===== src/rtl/ebms_consts.vh =====
// Constants for the external bus mode sequencer
`ifndef EBMS_CONSTS_VH
`define EBMS_CONSTS_VH
// Bus mode codes, one bit per chip select
`define EBMS_MODE_THREE 1'b0
`define EBMS_MODE_FOUR 1'b1
// Clocks-per-state bounds
`define EBMS_LEN_MIN_THREE 4'h1
`define EBMS_LEN_MIN_FOUR 4'h2
`define EBMS_LEN_MAX 4'hF
// Field width of one clocks-per-state entry
`define EBMS_LEN_W 4
// Reset values of the pin registers
`define EBMS_ADDR_RST 24'h000000
`define EBMS_DATA_RST 8'h00
`define EBMS_CS_RST 4'hF
`define EBMS_STROBE_RST 1'b1
`define EBMS_ALE_RST 1'b0
`endif


===== src/rtl/ebms_sequencer.v =====
// External bus sequencer for three-state and four-state chip select modes
`timescale 1ns/100ps
`include "ebms_consts.vh"

module ebms_sequencer (
  input wire sys_clk,
  input wire rst_n,
  input wire req,
  input wire [1:0] req_cs,
  input wire req_write,
  input wire req_io,
  input wire [23:0] req_addr,
  input wire [7:0] req_wdata,
  input wire [3:0] cfg_mode,
  input wire [3:0] cfg_mux,
  input wire [15:0] cfg_clks,
  input wire wait_n,
  input wire [7:0] data_in,
  output reg [23:0] addr_q,
  output reg [7:0] data_out_q,
  output reg data_oe_q,
  output reg [3:0] cs_n_q,
  output reg rd_n_q,
  output reg wr_n_q,
  output reg memory_request_strobe_n_q,
  output reg io_request_strobe_n_q,
  output reg ale_q,
  output reg busy_q,
  output reg done_q,
  output reg [7:0] rdata_q
);

  localparam [5:0] ST_IDLE = 6'h01;
  localparam [5:0] ST_T1 = 6'h02;
  localparam [5:0] ST_T2 = 6'h04;
  localparam [5:0] ST_TW = 6'h08;
  localparam [5:0] ST_T3 = 6'h10;
  localparam [5:0] ST_T4 = 6'h20;

  reg rst_meta_q;
  reg rst_sync_q;
  reg wait_meta_q;
  reg wait_sync_q;
  reg [7:0] din_meta_q;
  reg [7:0] din_sync_q;
  reg [5:0] state_q;
  reg four_q;
  reg mux_q;
  reg write_q;
  reg [3:0] len_q;
  reg [3:0] len_d;
  reg io_q;
  reg [7:0] wdata_q;
  wire start;
  wire last;
  wire [3:0] cnt;
  wire [3:0] sel_len;
  wire [3:0] half;

  // Reset release through two flops
  always @(posedge sys_clk or negedge rst_n) begin
    if (!rst_n) begin
      rst_meta_q <= 1'b0;
      rst_sync_q <= 1'b0;
    end else begin
      rst_meta_q <= 1'b1;
      rst_sync_q <= rst_meta_q;
    end
  end

  // Pin inputs synchronised; read data therefore reflects pins two clocks back
  always @(posedge sys_clk or negedge rst_sync_q) begin
    if (!rst_sync_q) begin
      wait_meta_q <= 1'b1;
      wait_sync_q <= 1'b1;
      din_meta_q <= 8'h00;
      din_sync_q <= 8'h00;
    end else begin
      wait_meta_q <= wait_n;
      wait_sync_q <= wait_meta_q;
      din_meta_q <= data_in;
      din_sync_q <= din_meta_q;
    end
  end

  // Per chip select state length, clamped to the mode's range
  assign sel_len = cfg_clks[{req_cs, 2'b00} +: `EBMS_LEN_W];
  always @* begin
    len_d = sel_len;
    if (cfg_mode[req_cs] == `EBMS_MODE_FOUR) begin
      if (sel_len < `EBMS_LEN_MIN_FOUR) begin
        len_d = `EBMS_LEN_MIN_FOUR;
      end
    end else if (sel_len < `EBMS_LEN_MIN_THREE) begin
      len_d = `EBMS_LEN_MIN_THREE;
    end
  end

  assign start = (state_q == ST_IDLE) && req;
  assign half = {1'b0, len_q[3:1]};

  ebms_state_timer u_timer (
    .sys_clk(sys_clk),
    .rst_n(rst_sync_q),
    .start(start),
    .len(len_q),
    .cnt_q(cnt),
    .last(last)
  );

  // Bus state machine; pins change only at state boundaries or mid-T1
  always @(posedge sys_clk or negedge rst_sync_q) begin
    if (!rst_sync_q) begin
      state_q <= ST_IDLE;
      four_q <= 1'b0;
      mux_q <= 1'b0;
      write_q <= 1'b0;
      len_q <= `EBMS_LEN_MIN_THREE;
      addr_q <= `EBMS_ADDR_RST;
      data_out_q <= `EBMS_DATA_RST;
      data_oe_q <= 1'b0;
      cs_n_q <= `EBMS_CS_RST;
      rd_n_q <= `EBMS_STROBE_RST;
      wr_n_q <= `EBMS_STROBE_RST;
      memory_request_strobe_n_q <= `EBMS_STROBE_RST;
      io_request_strobe_n_q <= `EBMS_STROBE_RST;
      ale_q <= `EBMS_ALE_RST;
      busy_q <= 1'b0;
      done_q <= 1'b0;
      rdata_q <= 8'h00;
    end else begin
      done_q <= 1'b0;
      case (state_q)
        ST_IDLE: begin
          if (req) begin
            state_q <= ST_T1;
            busy_q <= 1'b1;
            four_q <= cfg_mode[req_cs];
            mux_q <= cfg_mux[req_cs] & cfg_mode[req_cs];
            write_q <= req_write;
            len_q <= len_d;
            addr_q <= req_addr;
            cs_n_q[req_cs] <= 1'b0;
            ale_q <= cfg_mode[req_cs];
            if (cfg_mode[req_cs] && cfg_mux[req_cs]) begin
              data_out_q <= req_addr[7:0];
              data_oe_q <= 1'b1;
            end else begin
              data_out_q <= req_wdata;
              data_oe_q <= req_write;
            end
          end
        end
        ST_T1: begin
          // Latch strobe falls halfway through T1
          if (four_q && (cnt == half - 4'h1)) begin
            ale_q <= 1'b0;
          end
          if (last) begin
            state_q <= ST_T2;
            rd_n_q <= write_q;
            wr_n_q <= ~write_q;
            memory_request_strobe_n_q <= req_io_q_n(1'b0);
            io_request_strobe_n_q <= req_io_q_n(1'b1);
            if (mux_q) begin
              data_out_q <= wdata_q;
              data_oe_q <= write_q;
            end
          end
        end
        ST_T2: begin
          // Ready is sampled once, at the last clock of T2
          if (last) begin
            state_q <= wait_sync_q ? ST_T3 : ST_TW;
          end
        end
        ST_TW: begin
          // Each wait state is one full state, nothing else moves
          if (last && wait_sync_q) begin
            state_q <= ST_T3;
          end
        end
        ST_T3: begin
          if (last) begin
            if (!write_q) begin
              rdata_q <= din_sync_q;
            end
            if (four_q) begin
              state_q <= ST_T4;
              rd_n_q <= 1'b1;
              wr_n_q <= 1'b1;
            end else begin
              state_q <= ST_IDLE;
              cs_n_q <= `EBMS_CS_RST;
              rd_n_q <= 1'b1;
              wr_n_q <= 1'b1;
              memory_request_strobe_n_q <= 1'b1;
              io_request_strobe_n_q <= 1'b1;
              data_oe_q <= 1'b0;
              busy_q <= 1'b0;
              done_q <= 1'b1;
            end
          end
        end
        ST_T4: begin
          // Address and data held to the end of T4
          if (last) begin
            state_q <= ST_IDLE;
            cs_n_q <= `EBMS_CS_RST;
            memory_request_strobe_n_q <= 1'b1;
            io_request_strobe_n_q <= 1'b1;
            data_oe_q <= 1'b0;
            busy_q <= 1'b0;
            done_q <= 1'b1;
          end
        end
        default: begin
          state_q <= ST_IDLE;
        end
      endcase
    end
  end

  // Request type and write data kept for the whole cycle
  always @(posedge sys_clk or negedge rst_sync_q) begin
    if (!rst_sync_q) begin
      io_q <= 1'b0;
      wdata_q <= 8'h00;
    end else if (start) begin
      io_q <= req_io;
      wdata_q <= req_wdata;
    end
  end

  // Low for the strobe that matches the instruction type
  function req_io_q_n;
    input want_io;
    begin
      req_io_q_n = ~(io_q == want_io);
    end
  endfunction

endmodule // ebms_sequencer


===== src/rtl/ebms_state_timer.v =====
// Per-state clock counter for the bus mode sequencer
`timescale 1ns/100ps
module ebms_state_timer (
  input wire sys_clk,
  input wire rst_n,
  input wire start,
  input wire [3:0] len,
  output reg [3:0] cnt_q,
  output wire last
);

  reg [3:0] cnt_d;

  // Last clock of the current state
  assign last = (cnt_q == (len - 4'h1));

  // Restart on a new cycle or at each state boundary
  always @* begin
    if (start || last) begin
      cnt_d = 4'h0;
    end else begin
      cnt_d = cnt_q + 4'h1;
    end
  end

  always @(posedge sys_clk or negedge rst_n) begin
    if (!rst_n) begin
      cnt_q <= 4'h0;
    end else begin
      cnt_q <= cnt_d;
    end
  end

endmodule // ebms_state_timer


===== config.mk =====
export PLATFORM = sky130hd
export DESIGN_NAME = ebms_sequencer
export DESIGN_NICKNAME = d
export VERILOG_FILES = /design/src/rtl/ebms_sequencer.v /design/src/rtl/ebms_state_timer.v
export VERILOG_INCLUDE_DIRS = /design/src /design/src/rtl
export SDC_FILE = /design/constraint.sdc
export NUM_CORES = 1
export LEC_CHECK = 0
export BUFFER_PORTS_ARGS = -buffer_cell sky130_fd_sc_hd__buf_2
export CORE_MARGIN = 3
export CORE_UTILIZATION = 47
export DETAILED_ROUTE_END_ITERATION = 6
export PLACE_DENSITY_LB_ADDON = 0.3
export REMOVE_ABC_BUFFERS = 1
export SYNTH_ARGS = -nofsm -noshare
export SYNTH_HDL_FRONTEND = slang
export SYNTH_SLANG_ARGS = --single-unit

===== constraint.sdc =====
create_clock -name sys_clk -period 3.1 [get_ports sys_clk]
set_clock_uncertainty 0.15 [all_clocks]
set_input_delay 0.62 -clock sys_clk [delete_from_list [all_inputs] [get_ports sys_clk]]
set_output_delay 0.62 -clock sys_clk [all_outputs]
set_load 0.01 [all_outputs]

* Word-level counts from Yosys, hierarchy flattened
Cells that the tools add are included.
** Cells by class
- Shifts and indexed selects :: 1
- Equality and inequality tests :: 17
- $lt $le $gt $ge :: 4
- Bitwise logic cells :: 5
- Multiplexer cells :: 57
- Reduce and logical (&&, ||, !) cells :: 20
- $add $sub $neg :: 3
** Operator list (number)
- two-way mux 6 bit :: 7
- one-hot mux 6 bit (6 select lines) :: 1
- two-way mux 4 bit :: 8
- two-way mux 8 bit :: 4
- two-way mux 1 bit :: 23
- inequality test 2 bit (second input constant) :: 9
- one-hot mux 8 bit (2 select lines) :: 1
- variable part select 16 x 5 -> 4 bit :: 1
- one-hot mux 4 bit (3 select lines) :: 1
- AND reduction 5 bit :: 2
- one-hot mux 1 bit (3 select lines) :: 3
- AND reduction 3 bit :: 3
- == test 4 bit :: 2
- one-hot mux 1 bit (2 select lines) :: 4
- AND reduction 7 bit :: 1
- == test 6 x 1 -> 1 bit (second input constant) :: 1
- == test 6 x 2 -> 1 bit (second input constant) :: 1
- == test 6 x 3 -> 1 bit (second input constant) :: 1
- == test 6 x 4 -> 1 bit (second input constant) :: 1
- == test 6 x 5 -> 1 bit (second input constant) :: 1
- == test 6 bit (second input constant) :: 1
- AND reduction 6 bit :: 1
- nonzero test 3 bit :: 2
- logical AND 1 bit :: 5
- other kinds (20) :: 23
** Word-level totals
- Logic and storage cells :: 133
- Output and inout port bits :: 52
- Register bits after elaboration :: 98
- Input bits :: 72

* Logic depth before layout (Yosys ltp)
Gate-level depths: netlist (run 1).
- Depth in word-level cells :: 8
- Mapped depth :: 8
- Mapped depth without buffers :: 7

* Hierarchy
From an unflattened synthesis (run 1), not the netlist that was laid out.
** Second synthesis, totals
- Cell total of the unflattened synthesis :: 384
- Area total of the unflattened synthesis :: 4244.1 µm²
** By module, submodules not included
- ebms_sequencer :: cells an instance 360, instances 1, area an instance 3968.8 µm², seq. area each 2367.3 µm²
- ebms_state_timer :: cells an instance 24, instances 1, area an instance 275.3 µm², seq. area each 100.1 µm²

* Worst setup path after synthesis (run 1)
Ideal clock, no wire load.
- Kind :: input-to-reg
- Start point :: input port req_cs[0]
- End point :: register data_out_q[1]
- Path slack :: 0.779 ns
- Buffers on the path :: 1
- Data required time :: 2.825 ns
- Stages on the path :: 6
- Data arrival time :: 2.046 ns
- Library setup time :: 0.125 ns
- Cell sequence :: buf_4 -> mux4_2 -> nand2_4 -> mux2i_1 -> a21oi_1 -> mux2_4
** Between the ends
- Word-level cells in the longest chain between the ends :: 6
- Elaborated cells on any way between the ends :: 8
- Those cells by class :: mux (7); reduce/logical (1)
** RTL lines
- start, declared :: RTL line ebms_sequencer.v:9 : input wire [1:0] req_cs,
- binary-select mux 1 bit (select 2 bit) :: RTL line ebms_sequencer.v:145 : if (cfg_mode[req_cs] && cfg_mux[req_cs]) begin
- two-way mux 1 bit (not written as such) :: RTL line ebms_sequencer.v:145
- logical AND 1 bit * :: RTL line ebms_sequencer.v:145
- two-way mux 8 bit * :: RTL line ebms_sequencer.v:145
- two-way mux 8 bit * :: RTL line ebms_sequencer.v:135 : if (req) begin
- one-hot mux 8 bit (2 select lines) * :: RTL line ebms_sequencer.v:133 : case (state_q)
- end signal, assigned :: RTL line ebms_sequencer.v:146 : data_out_q <= req_addr[7:0];
- end signal, assigned :: RTL line ebms_sequencer.v:149 : data_out_q <= req_wdata;
- end signal, assigned :: RTL line ebms_sequencer.v:166 : data_out_q <= wdata_q;
- end, declared :: RTL line ebms_sequencer.v:20 : output reg [7:0] data_out_q,
Every way passes the cells marked *; elsewhere a longest branch is shown, timed or not. The select of a mux whose other input is x is not followed.
A chain may end at the register's enable or synchronous reset.

* Final worst setup path (run 1)
- Start point :: register len_q[0]
- End point :: register data_out_q[5]
** Between the ends
- Word-level cells in the longest chain between the ends :: 4
** RTL lines
- start, declared :: RTL line ebms_sequencer.v:50 : reg [3:0] len_q;
- start signal, assigned :: RTL line ebms_sequencer.v:118 : len_q <= `EBMS_LEN_MIN_THREE;
- start signal, assigned :: RTL line ebms_sequencer.v:141 : len_q <= len_d;
- subtractor 4 x 1 -> 4 bit :: RTL line ebms_state_timer.v:15 : assign last = (cnt_q == (len - 4'h1));
- == test 4 bit :: RTL line ebms_state_timer.v:15
- inequality test 2 bit (no source line)
- AND reduction 4 bit (no source line)
Every way passes these cells.

==> metrics.md, run 1 <==
| Metric | Value |
|---|---|
| Die Area | 0.0107 mm^2 |
| Seq cells post-synth | 98 |
| Rel. slew slack | 53.4% |
| DRC | 0 |
| Largest area contributor in the netlist | dfrtp_1 |
| Tmin final | 2.53 ns |
| CTS H-tree lvls | 3 |
| Sw Pwr | 2070 uW |
| Global-route wire length before repair | 17300 um |
| Vias per inst | 5.15 |
| Part of the Yosys area used for sequential elements | 55.1% |
| Worst Setup SP | len_q[0] |
| Pin count of the biggest net entering global routing | 55 |
| R2R cell count | 7 |
| Internal Power | 3320 uW |
| Congestion Overflow GR | 0 |
| Row count | 34 |
| Post-Syn Instances | 401 |
| Req. time, crit path | 3.20 ns |
| Post-CTS resize count | 0 |
| Clock latency on the worst-skew pair | 0.36 ns |
| Reg2reg start | len_q[0] |
| Design Area, Final | 0.00544 mm^2 |
| # diodes | 0 |
| Fmax | 0.395 GHz |
| Slew @ Worst Pin | 0.699 ns |
| Slowest stage delay, CP | 0.55 ns |
| Area grow syn2layout | 21.6% |
| Crit Path Class | flop to flop |
| Postcts setup bufs | 0 |
| Buf/Inv on CP | 1 |
| Fin cells | 651 |
| Max cap viols | 0 |
| Deepest clock path buffer count | 2 |
| Top post-synthesis cells by area | dfrtp_1, nand2_1, dfstp_2 |
| Top delay family on crit path | flip-flops |
| CTS sink cnt | 98 |
| Commonest cells post-synth | nand2_1, dfrtp_1, nor2_1 |
| Total GRT Usage | 19.8% |
| Final hold vios | 0 |
| Ys Warns | 0 |
| Total Routed Length | 10400 um |
| Vias post-DR | 3352 |
| Setup TNS | 0 ns |
| Vias in the first global route | 3490 |
| DR WL/cell | 15.9 um |
| Clk network pwr share | 17.3% |
| Setup crit end | data_out_q[5] |
| Initial antenna violation count | 0 |
| Post-route ant nets | 0 |
| Leak | 0.00280 uW |
| Critical path depth | 7 |
| Most frequent cell after synthesis | nand2_1 |
| CTS root buf | clkbuf_8 |
| Cts bufs inserted | 9 |
| Ys async rst share | 100% |
| Core Footprint | 0.00898 mm^2 |
| Post-synth design cell area | 0.00448 mm^2 |
| Nets | 596 |
| PwrDens | 990 mW/mm^2 |
| Clock-pin slew on the worst setup and hold paths | 0.09 ns |
| Top FF cell, synth | dfrtp_1 |
| Initial core utilization | 49.9% |
| Worst R2R End | data_out_q[5] |
| Hold Crit Class | flop to flop |
| Die width | 104 um |
| Critical Path Sink Type | flop |
| Worst EP arrival | 2.63 ns |
| Placer Congestion | 0.802 |
| Sequential Power Share | 40.8% |
| Maximum VDD drop | 0.435 mV |
| Crit path cell chain | inv_1 > ha_1 > xor2_1 > nand3_2 > nor2_4 > a41oi_4 > mux2_4 |
| Switching share of power | 38.3% |
| Logic pwr share | 41.9% |
| Status | finished clean |
| Setup crit start kind | flop |
| IO Pins | 124 |
| TritonCTS clock tree | done |
| Synth cell types | 60 |
| Critical Path Fanout Max | 13 |
| R2r setup slk | 0.57 ns |
| Drt first-iter violations | 162 |
| Final Max Tran Viols | 0 |
| Final Util | 60.6% |
| Post-Place Cells | 634 |
| Post-synth top area share | 48.1% |
| Syn avg cell area | 11.2 um^2 |
| Final number of setup-violating endpoints | 0 |
| DP Wirelength | 7400 um |
| I/O Buffers | 123 |
| First-pass detailed-route iteration total | 4 |
| Post-synth EDFFs | 0 |
| Slowest CP cell | dfstp_2 |
| Filler Cell Count | 709 |
| Die height | 104 um |
| RSZ-0062 raised after global routing | false |
| Final period util | 81.6% |
| Layout cells sized above 1 | 36.8% |
| Placed inst area | 0.00521 mm^2 |
power by group through the flow:
| stage | Sequential (uW) | Clock [uW] | Combinational [uW] |
|---|---|---|---|
| after CTS | 2190 | 952 | 2280 |
| after global routing | 2260 | 1010 | 2500 |
| after global placement | 2190 | 0 | 2200 |
| final | 2200 | 934 | 2260 |
| after floorplan | 2290 | 0 | 1410 |
| after detailed placement | 2200 | 0 | 2280 |
layout make-up:
| class | instances | area (um^2) | share of cell area, % |
|---|---|---|---|
| flip-flops and latches | 98 | 2470 | 45.4 |
| clock inverters | 5 | 85.1 | 1.56 |
| inverters | 7 | 26.3 | 0.483 |
| well taps | 126 | 158 | 2.90 |
| repair buffers | 127 | 673 | 12.4 |
| clock buffers | 11 | 141 | 2.60 |
| multi-input cells | 277 | 1890 | 34.7 |
layer usage:
metal  track usage [%]  share of wire, %
met2              31.8                48
met4              5.70               1.7
met5                 0                 0
met1              25.8                43
met3              6.59               7.8
kinds of logic after synthesis:
| kind of cell | Yosys count | synth area share, % |
|---|---|---|
| other | 1 | 0.0837 |
| adders and majority gates | 4 | 1.12 |
| xor gates and xnor gates | 13 | 3.19 |
| and+or+nand+nor | 164 | 17.5 |
| buffers and inverters | 26 | 2.71 |
| DFF | 98 | 55.1 |
| AOI/OAI and AO/OA | 64 | 9.84 |
| muxes | 31 | 10.5 |
how the worst min path moves through the flow:
stage | slack, ns | from | to | depth (start not counted)
after floorplan | 0.17 | rst_n | rst_meta_q | 0
after global placement | 0.18 | din_meta_q[5] | din_sync_q[5] | 0
after detailed placement | 0.19 | din_meta_q[7] | din_sync_q[7] | 0
after CTS | 0.20 | wait_n | wait_meta_q | 1
after global routing | 0.19 | data_in[2] | din_meta_q[2] | 1
final | 0.20 | din_meta_q[7] | din_sync_q[7] | 0
through the flow:
stage / hold WS [ns] / worst slack, ns / total power [uW]
floorplan: 0.174 / 0.0390 / 3700
global route: 0.188 / 0.439 / 5770
detailed placement: 0.186 / 0.496 / 4480
finish: 0.204 / 0.570 / 5390
global placement: 0.182 / 0.582 / 4390
CTS: 0.196 / 0.564 / 5430
state kept, by name (all words and copies together), names as in the netlist, 4 cells and up:
name           cells
din_meta_q         8
addr_q            24
data_out_q         8
din_sync_q         8
len_q              4
u_timer.cnt_q      4
state_q            6
wdata_q            8
rdata_q            8
cs_n_q             4
cell usage in the layout, fill, tap and decap left out, types with 5 or more instances in the layout:
master	count
xor2_1	8
nor2_1	18
buf_2	123
clkbuf_8	10
a2bb2oi_1	5
dfstp_2	12
dfrtp_1	85
o21ai_1	8
mux4_2	6
mux2i_1	8
a21oi_1	17
o21ai_0	8
nand2_1	113
inv_1	7
mux2_4	17
what timing repair did:
action	in CTS	in global routing
hold endpoints to repair	2	0
hold buffers	1	0
setup endpoints to repair	0	0
No activity file was read; power rests on OpenSTA's default activity.
==> run 2: changes to the inputs <==
--- a/config.mk
+++ b/config.mk
@@ -8,7 +8,7 @@
 export LEC_CHECK = 0
 export BUFFER_PORTS_ARGS = -buffer_cell sky130_fd_sc_hd__buf_2
 export CORE_MARGIN = 3
-export CORE_UTILIZATION = 47
+export CORE_UTILIZATION = 52
 export DETAILED_ROUTE_END_ITERATION = 6
 export PLACE_DENSITY_LB_ADDON = 0.3
 export REMOVE_ABC_BUFFERS = 1
==> constraint.sdc (replaced) <==
create_clock -name sys_clk -period 2.6 [get_ports sys_clk]
set_clock_uncertainty 0.15 [all_clocks]
set_input_delay 0.52 -clock sys_clk [delete_from_list [all_inputs] [get_ports sys_clk]]
set_output_delay 0.52 -clock sys_clk [all_outputs]
set_load 0.01 [all_outputs]
==> metrics.md, run 2 (same netlist as run 1, synthesis figures left out) <==
| Metric | Value |
|---|---|
| Req. time, crit path | 2.72 ns (was 3.20 ns) |
| Area grow syn2layout | 21.5% (was 21.6%) |
| Die height | 98.8 um (was 104 um) |
| Most frequent cells in the layout | buf_2, nand2_1, dfrtp_1, nor2_1 (unchanged) |
| Post-CTS resize count | 0 (unchanged) |
| Final hold vios | 0 (unchanged) |
| DP Wirelength | 7720 um (was 7400 um) |
| Row count | 33 (was 34) |
| Hold Crit Class | input port to flop (was flop to flop) |
| TritonCTS clock tree | done (unchanged) |
| Final Max Tran Viols | 0 (unchanged) |
| Final period util | 93.0% (was 81.6%) |
| Layout cells sized above 1 | 37.7% (was 36.8%) |
| DRC | 0 (unchanged) |
| Buf/Inv on CP | 1 (unchanged) |
| Cts bufs inserted | 9 (unchanged) |
| Rel. slew slack | 57.2% (was 53.4%) |
| CTS root buf | clkbuf_8 (unchanged) |
| CTS sink cnt | 98 (unchanged) |
| Initial core utilization | 54.0% (was 49.9%) |
| Worst EP arrival | 2.53 ns (was 2.63 ns) |
| Setup crit end | data_oe_q (was data_out_q[5]) |
| Max cap viols | 0 (unchanged) |
| Critical path depth | 7 (unchanged) |
| Vias per inst | 5.45 (was 5.15) |
| Busiest grt layer | met2 (unchanged) |
| Total GRT Usage | 22.7% (was 19.8%) |
| Status | finished clean (unchanged) |
| Setup crit start kind | flop (unchanged) |
| Crit path cell chain | inv_1 > ha_1 > xor2_1 > nand3_2 > or2_1 > a211oi_2 > mux2_4 (was inv_1 > ha_1 > xor2_1 > nand3_2 > nor2_4 > a41oi_4 > mux2_4) |
| Grt met3 use | 6.23% (was 6.59%) |
| Clock-pin slew on the worst setup and hold paths | 0.11 ns (was 0.09 ns) |
| Leak | 0.00282 uW (was 0.00280 uW) |
| Reg2reg start | len_q[0] (unchanged) |
| Clock latency on the worst-skew pair | 0.38 ns (was 0.36 ns) |
| CTS H-tree lvls | 3 (unchanged) |
| Fin cells | 636 (was 651) |
| IO Pins | 124 (unchanged) |
| Vias in the first global route | 3620 (was 3490) |
| Met1 GRT Util | 30.7% (was 25.8%) |
| Number of flip-flops in the largest register | 24 (unchanged) |
| Slew @ Worst Pin | 0.642 ns (was 0.699 ns) |
| Fmax | 0.414 GHz (was 0.395 GHz) |
| Total Power | 6390 uW (was 5390 uW) |
| Worst Setup SP | len_q[0] (unchanged) |
| R2r setup slk | 0.18 ns (was 0.57 ns) |
| R2R cell count | 7 (unchanged) |
| Post-Place Cells | 619 (was 634) |
| Slowest CP cell | dfstp_2 (unchanged) |
| Critical Path Fanout Max | 7 (was 13) |
| DR WL/cell | 16.4 um (was 15.9 um) |
| Largest register by flop count | addr_q (unchanged) |
| Nets | 602 (was 596) |
| Maximum VDD drop | 0.563 mV (was 0.435 mV) |
| Met2 Use GR | 35.5% (was 31.8%) |
| Slowest stage delay, CP | 0.57 ns (was 0.55 ns) |
| Critical Path Sink Type | flop (unchanged) |
| Final number of setup-violating endpoints | 0 (unchanged) |
| PwrDens | 1170 mW/mm^2 (was 990 mW/mm^2) |
| Filler Cell Count | 666 (was 709) |
| Post-route ant nets | 0 (unchanged) |
| Total Routed Length | 10500 um (was 10400 um) |
| First-pass detailed-route iteration total | 4 (unchanged) |
| Deepest clock path buffer count | 2 (unchanged) |
| Tmin final | 2.42 ns (was 2.53 ns) |
| Die Area | 0.00976 mm^2 (was 0.0107 mm^2) |
| Global-route wire length before repair | 17700 um (was 17300 um) |
| Crit Path Class | flop to flop (unchanged) |
| Top delay family on crit path | flip-flops (unchanged) |
| # diodes | 0 (unchanged) |
| Drt first-iter violations | 193 (was 162) |
| Vias post-DR | 3464 (was 3352) |
| I/O Buffers | 123 (unchanged) |
| Initial antenna violation count | 0 (unchanged) |
| Placer Congestion | 0.929 (was 0.802) |
| Core Footprint | 0.00830 mm^2 (was 0.00898 mm^2) |
| Most common cell after layout, fill and taps aside | buf_2 (unchanged) |
| Die width | 98.8 um (was 104 um) |
| RSZ-0062 raised after global routing | false (unchanged) |
| Pin count of the biggest net entering global routing | 53 (was 55) |
| Worst R2R End | data_oe_q (was data_out_q[5]) |
| Congestion Overflow GR | 0 (unchanged) |
==> run 2: changes by cell type in the layout (fill, tap and decap cells not counted) <==
cell,before,now
clkinvlp_4,1,0
clkinv_4,1,3
buf_4,1,7
clkbuf_8,10,9
inv_6,1,0
bufinv_16,2,0
clkinv_8,0,2
inv_8,0,2
clkbuf_1,1,0
==> run 2: worst min path at each step <==
| stage | start | end | slack, ns | cells after the start |
|---|---|---|---|---|
| 5_1_grt | data_in[3] | din_meta_q[3] | 0.06 | 1 |
| 6_report | data_in[3] | din_meta_q[3] | 0.09 | 1 |
| 3_3_place_gp | rst_n | rst_meta_q | 0.16 | 1 |
| 3_5_place_dp | rst_n | rst_meta_q | 0.16 | 1 |
| 2_1_floorplan | rst_n | rst_meta_q | 0.07 | 0 |
| 4_1_cts | data_in[1] | din_meta_q[1] | 0.07 | 1 |
==> run 2: worst reg2reg max path: stages (launching register included) <==
cell and delay, ns:
dfstp_2 0.57, inv_1 0.06, ha_1 0.30, xor2_1 0.17
nand3_2 0.14, or2_1 0.34, a211oi_2 0.28, mux2_4 0.32
==> run 2: metal layers <==
layer	routed length (um)	share of wire [%]
met2	4930	47
met1	4540	43
met3	804	7.7
met5	0	0
met4	190	1.8
==> run 2: report_power, final <==
group          leakage [uW]  total [uW]  internal (uW)  switching [uW]
clock              0.000103         988            382             606
combinational       0.00153        2790           1290            1500
sequential          0.00119        2610           2150             456
==> run 2: repair_timing <==
| action | 4_1_cts | 5_1_grt |
|---|---|---|
| hold buffers | 1 | 0 |
| setup buffers | 0 | 0 |
| hold endpoints to repair | 2 | 0 |
==> run 2: cell type report <==
type	count	area (um^2)	area share, %
Clock buffer	9	124	2.28
Clock inverter	7	81.3	1.49
Inverter	7	26.3	0.483
Multi-Input combinational cell	277	1890	34.7
Sequential cell	98	2470	45.4
Tap cell	105	131	2.41
Timing Repair Buffer	133	718	13.2
==> run 2: per-stage QoR <==
step	TNS, ns	util [%]	area (um^2)	hold WS, ns	worst slack [ns]
after floorplan	-38.72	-	4380	0.0744	-0.461
after global placement	0	63.0	5230	0.155	0.262
after detailed placement	0	63.0	5230	0.159	0.198
after CTS	0	65.6	5440	0.0710	0.201
after global routing	0	65.6	5440	0.0628	0.0766
final	0	65.6	5440	0.0914	0.183
==> run 3: changes to the inputs <==
--- a/config.mk
+++ b/config.mk
@@ -8,9 +8,10 @@
 export LEC_CHECK = 0
 export BUFFER_PORTS_ARGS = -buffer_cell sky130_fd_sc_hd__buf_2
 export CORE_MARGIN = 3
-export CORE_UTILIZATION = 52
+export CORE_UTILIZATION = 54
+export CTS_BUF_LIST = sky130_fd_sc_hd__clkbuf_2
 export DETAILED_ROUTE_END_ITERATION = 6
-export PLACE_DENSITY_LB_ADDON = 0.3
+export PLACE_DENSITY_LB_ADDON = 0.08
 export REMOVE_ABC_BUFFERS = 1
 export SYNTH_ARGS = -nofsm -noshare
 export SYNTH_HDL_FRONTEND = slang
==> metrics.md, run 3 (same netlist as run 1, synthesis figures left out) <==
| Metric | Value |
|---|---|
| Total GRT Usage | 24.4% (was 22.7%) |
| Status | finished clean (unchanged) |
| Max cap viols | 0 (unchanged) |
| Tmin final | 2.39 ns (was 2.42 ns) |
| Most common cell after layout, fill and taps aside | buf_2 (unchanged) |
| Clock-pin slew on the worst setup and hold paths | 0.23 ns (was 0.11 ns) |
| Placed inst area | 0.00521 mm^2 (was 0.00523 mm^2) |
| Nets | 644 (was 602) |
| Number of flip-flops in the largest register | 24 (unchanged) |
| Largest register by flop count | addr_q (unchanged) |
| Rel. slew slack | 63.1% (was 57.2%) |
| Die height | 97.1 um (was 98.8 um) |
| Critical Path Fanout Max | 10 (was 7) |
| Drt first-iter violations | 122 (was 193) |
| Final period util | 92.0% (was 93.0%) |
| Vias per inst | 5.27 (was 5.45) |
| Final hold vios | 0 (unchanged) |
| Total Routed Length | 10900 um (was 10500 um) |
| Global-route wire length before repair | 18600 um (was 17700 um) |
| Crit path cell chain | inv_1 > ha_1 > xor2_1 > nand3_2 > nor2_4 > buf_4 > nand3_4 > mux2_4 (was inv_1 > ha_1 > xor2_1 > nand3_2 > or2_1 > a211oi_2 > mux2_4) |
| Fmax | 0.418 GHz (was 0.414 GHz) |
| First-pass detailed-route iteration total | 5 (was 4) |
| Met2 routed WL | 5530 um (was 4930 um) |
| Post-route ant nets | 0 (unchanged) |
| Critical Path Sink Type | flop (unchanged) |
| DP Wirelength | 7350 um (was 7720 um) |
| Cts bufs inserted | 9 (unchanged) |
| Vias post-DR | 3559 (was 3464) |
| WL met1 | 4630 um (was 4540 um) |
| I/O Buffers | 123 (unchanged) |
| Die Area | 0.00942 mm^2 (was 0.00976 mm^2) |
| Area grow syn2layout | 28.0% (was 21.5%) |
| PwrDens | 1060 mW/mm^2 (was 1170 mW/mm^2) |
| CTS H-tree lvls | 3 (unchanged) |
| DR WL/cell | 16.2 um (was 16.4 um) |
| Final Util | 72.7% (was 65.6%) |
| TritonCTS clock tree | done (unchanged) |
| Layout cells sized above 1 | 34.6% (was 37.7%) |
| Slowest CP cell | dfstp_2 (unchanged) |
| Hold Crit Class | input port to flop (unchanged) |
| Row count | 32 (was 33) |
| Met3 Wirelength | 616 um (was 804 um) |
| DRC | 0 (unchanged) |
| Final number of setup-violating endpoints | 0 (unchanged) |
| Clock latency on the worst-skew pair | 0.56 ns (was 0.38 ns) |
| Final Max Tran Viols | 0 (unchanged) |
| Total Power | 6060 uW (was 6390 uW) |
| Worst EP arrival | 2.70 ns (was 2.53 ns) |
| CTS sink cnt | 98 (unchanged) |
| Slowest stage delay, CP | 0.60 ns (was 0.57 ns) |
| Maximum VDD drop | 0.597 mV (was 0.563 mV) |
| Placer Congestion | 0.873 (was 0.929) |
| WHS | 0.0684 ns (was 0.0914 ns) |
| Buf/Inv on CP | 2 (was 1) |
| Top delay family on crit path | flip-flops (unchanged) |
| Core Footprint | 0.00789 mm^2 (was 0.00830 mm^2) |
| Postcts setup bufs | 0 (unchanged) |
| CTS root buf | clkbuf_2 (was clkbuf_8) |
| # diodes | 0 (unchanged) |
| Deepest clock path buffer count | 2 (unchanged) |
| Crit Path Class | flop to flop (unchanged) |
| Initial antenna violation count | 1 (was 0) |
| Most frequent cells in the layout | buf_2, nand2_1, dfrtp_1, dlygate4sd3_1, nor2_1 (was buf_2, nand2_1, dfrtp_1, nor2_1) |
| IO Pins | 124 (unchanged) |
| Die width | 97.1 um (was 98.8 um) |
| Slew @ Worst Pin | 0.554 ns (was 0.642 ns) |
| RSZ-0062 raised after global routing | false (unchanged) |
| Setup crit start kind | flop (unchanged) |
| Highest Signal Layer | met5 (was met4) |
| Congestion Overflow GR | 0 (unchanged) |
| Vias in the first global route | 3755 (was 3620) |
| Initial core utilization | 56.8% (was 54.0%) |
| Leak | 0.00294 uW (was 0.00282 uW) |
| Pin count of the biggest net entering global routing | 55 (was 53) |
| Setup TNS | 0 ns (unchanged) |
| Design Area, Final | 0.00573 mm^2 (was 0.00544 mm^2) |
| Req. time, crit path | 2.91 ns (was 2.72 ns) |
## run 3: cell count changes in the layout (fill, tap and decap cells not counted), sizes merged
| cell | delta |
|---|---|
| inv | -1 |
| clkinvlp | +2 |
| clkinv | -1 |
| dlygate4sd3 | +42 |
## run 3: cell type report
| cell class | instances | area [um^2] |
|---|---|---|
| sequential | 98 | 2470 |
| tap | 102 | 128 |
| clock buffer | 9 | 45.0 |
| multi-input combinational | 277 | 1890 |
| fill | 585 | 2160 |
| inverter | 7 | 26.3 |
| timing repair buffer | 175 | 1130 |
| clock inverter | 7 | 43.8 |
## run 3: per-layer routing
layer	global-route usage (%)	vias up
met5	0	-
met3	7.32	10
met1	30.9	1756
met4	5.51	2
met2	41.4	98
li1	-	1693
## run 3: final timing paths
check,end,from,depth (start not counted),slack [ns]
setup / recovery,rdata_q[6],len_q[0],8,0.21
hold / removal,write_q,req_write,3,0.07
setup reg to reg,rdata_q[6],len_q[0],8,0.21
hold reg to reg,data_out_q[3],rst_sync_q,0,0.17
max in group asynchronous,len_q[0],rst_sync_q,1,1.38
min in group asynchronous,rst_meta_q,rst_n,2,0.09
## run 3: what timing repair did
action | in CTS | in global routing
hold endpoints to repair | 44 | 0
hold buffers | 43 | 0
resized for setup | 0 | 0
## run 3: metrics by stage
stage / setup slack (ns) / cells
final: 0.208 / 675
after global routing: 0.0759 / 675
after CTS: 0.181 / 675
after detailed placement: 0.220 / 616
after global placement: 0.299 / 616
after floorplan: -0.461 / 382
## run 3: worst min-delay path, cell delays in order
cell,delay (ns)
buf_2,0.11
nand2_1,0.05
o21ai_0,0.06
## run 3: where the power goes
group	switching (uW)	leakage, uW	internal [uW]	total [uW]
Combinational	1510	0.00170	1320	2820
Clock	509	0.0000510	121	630
Sequential	461	0.00119	2140	2600
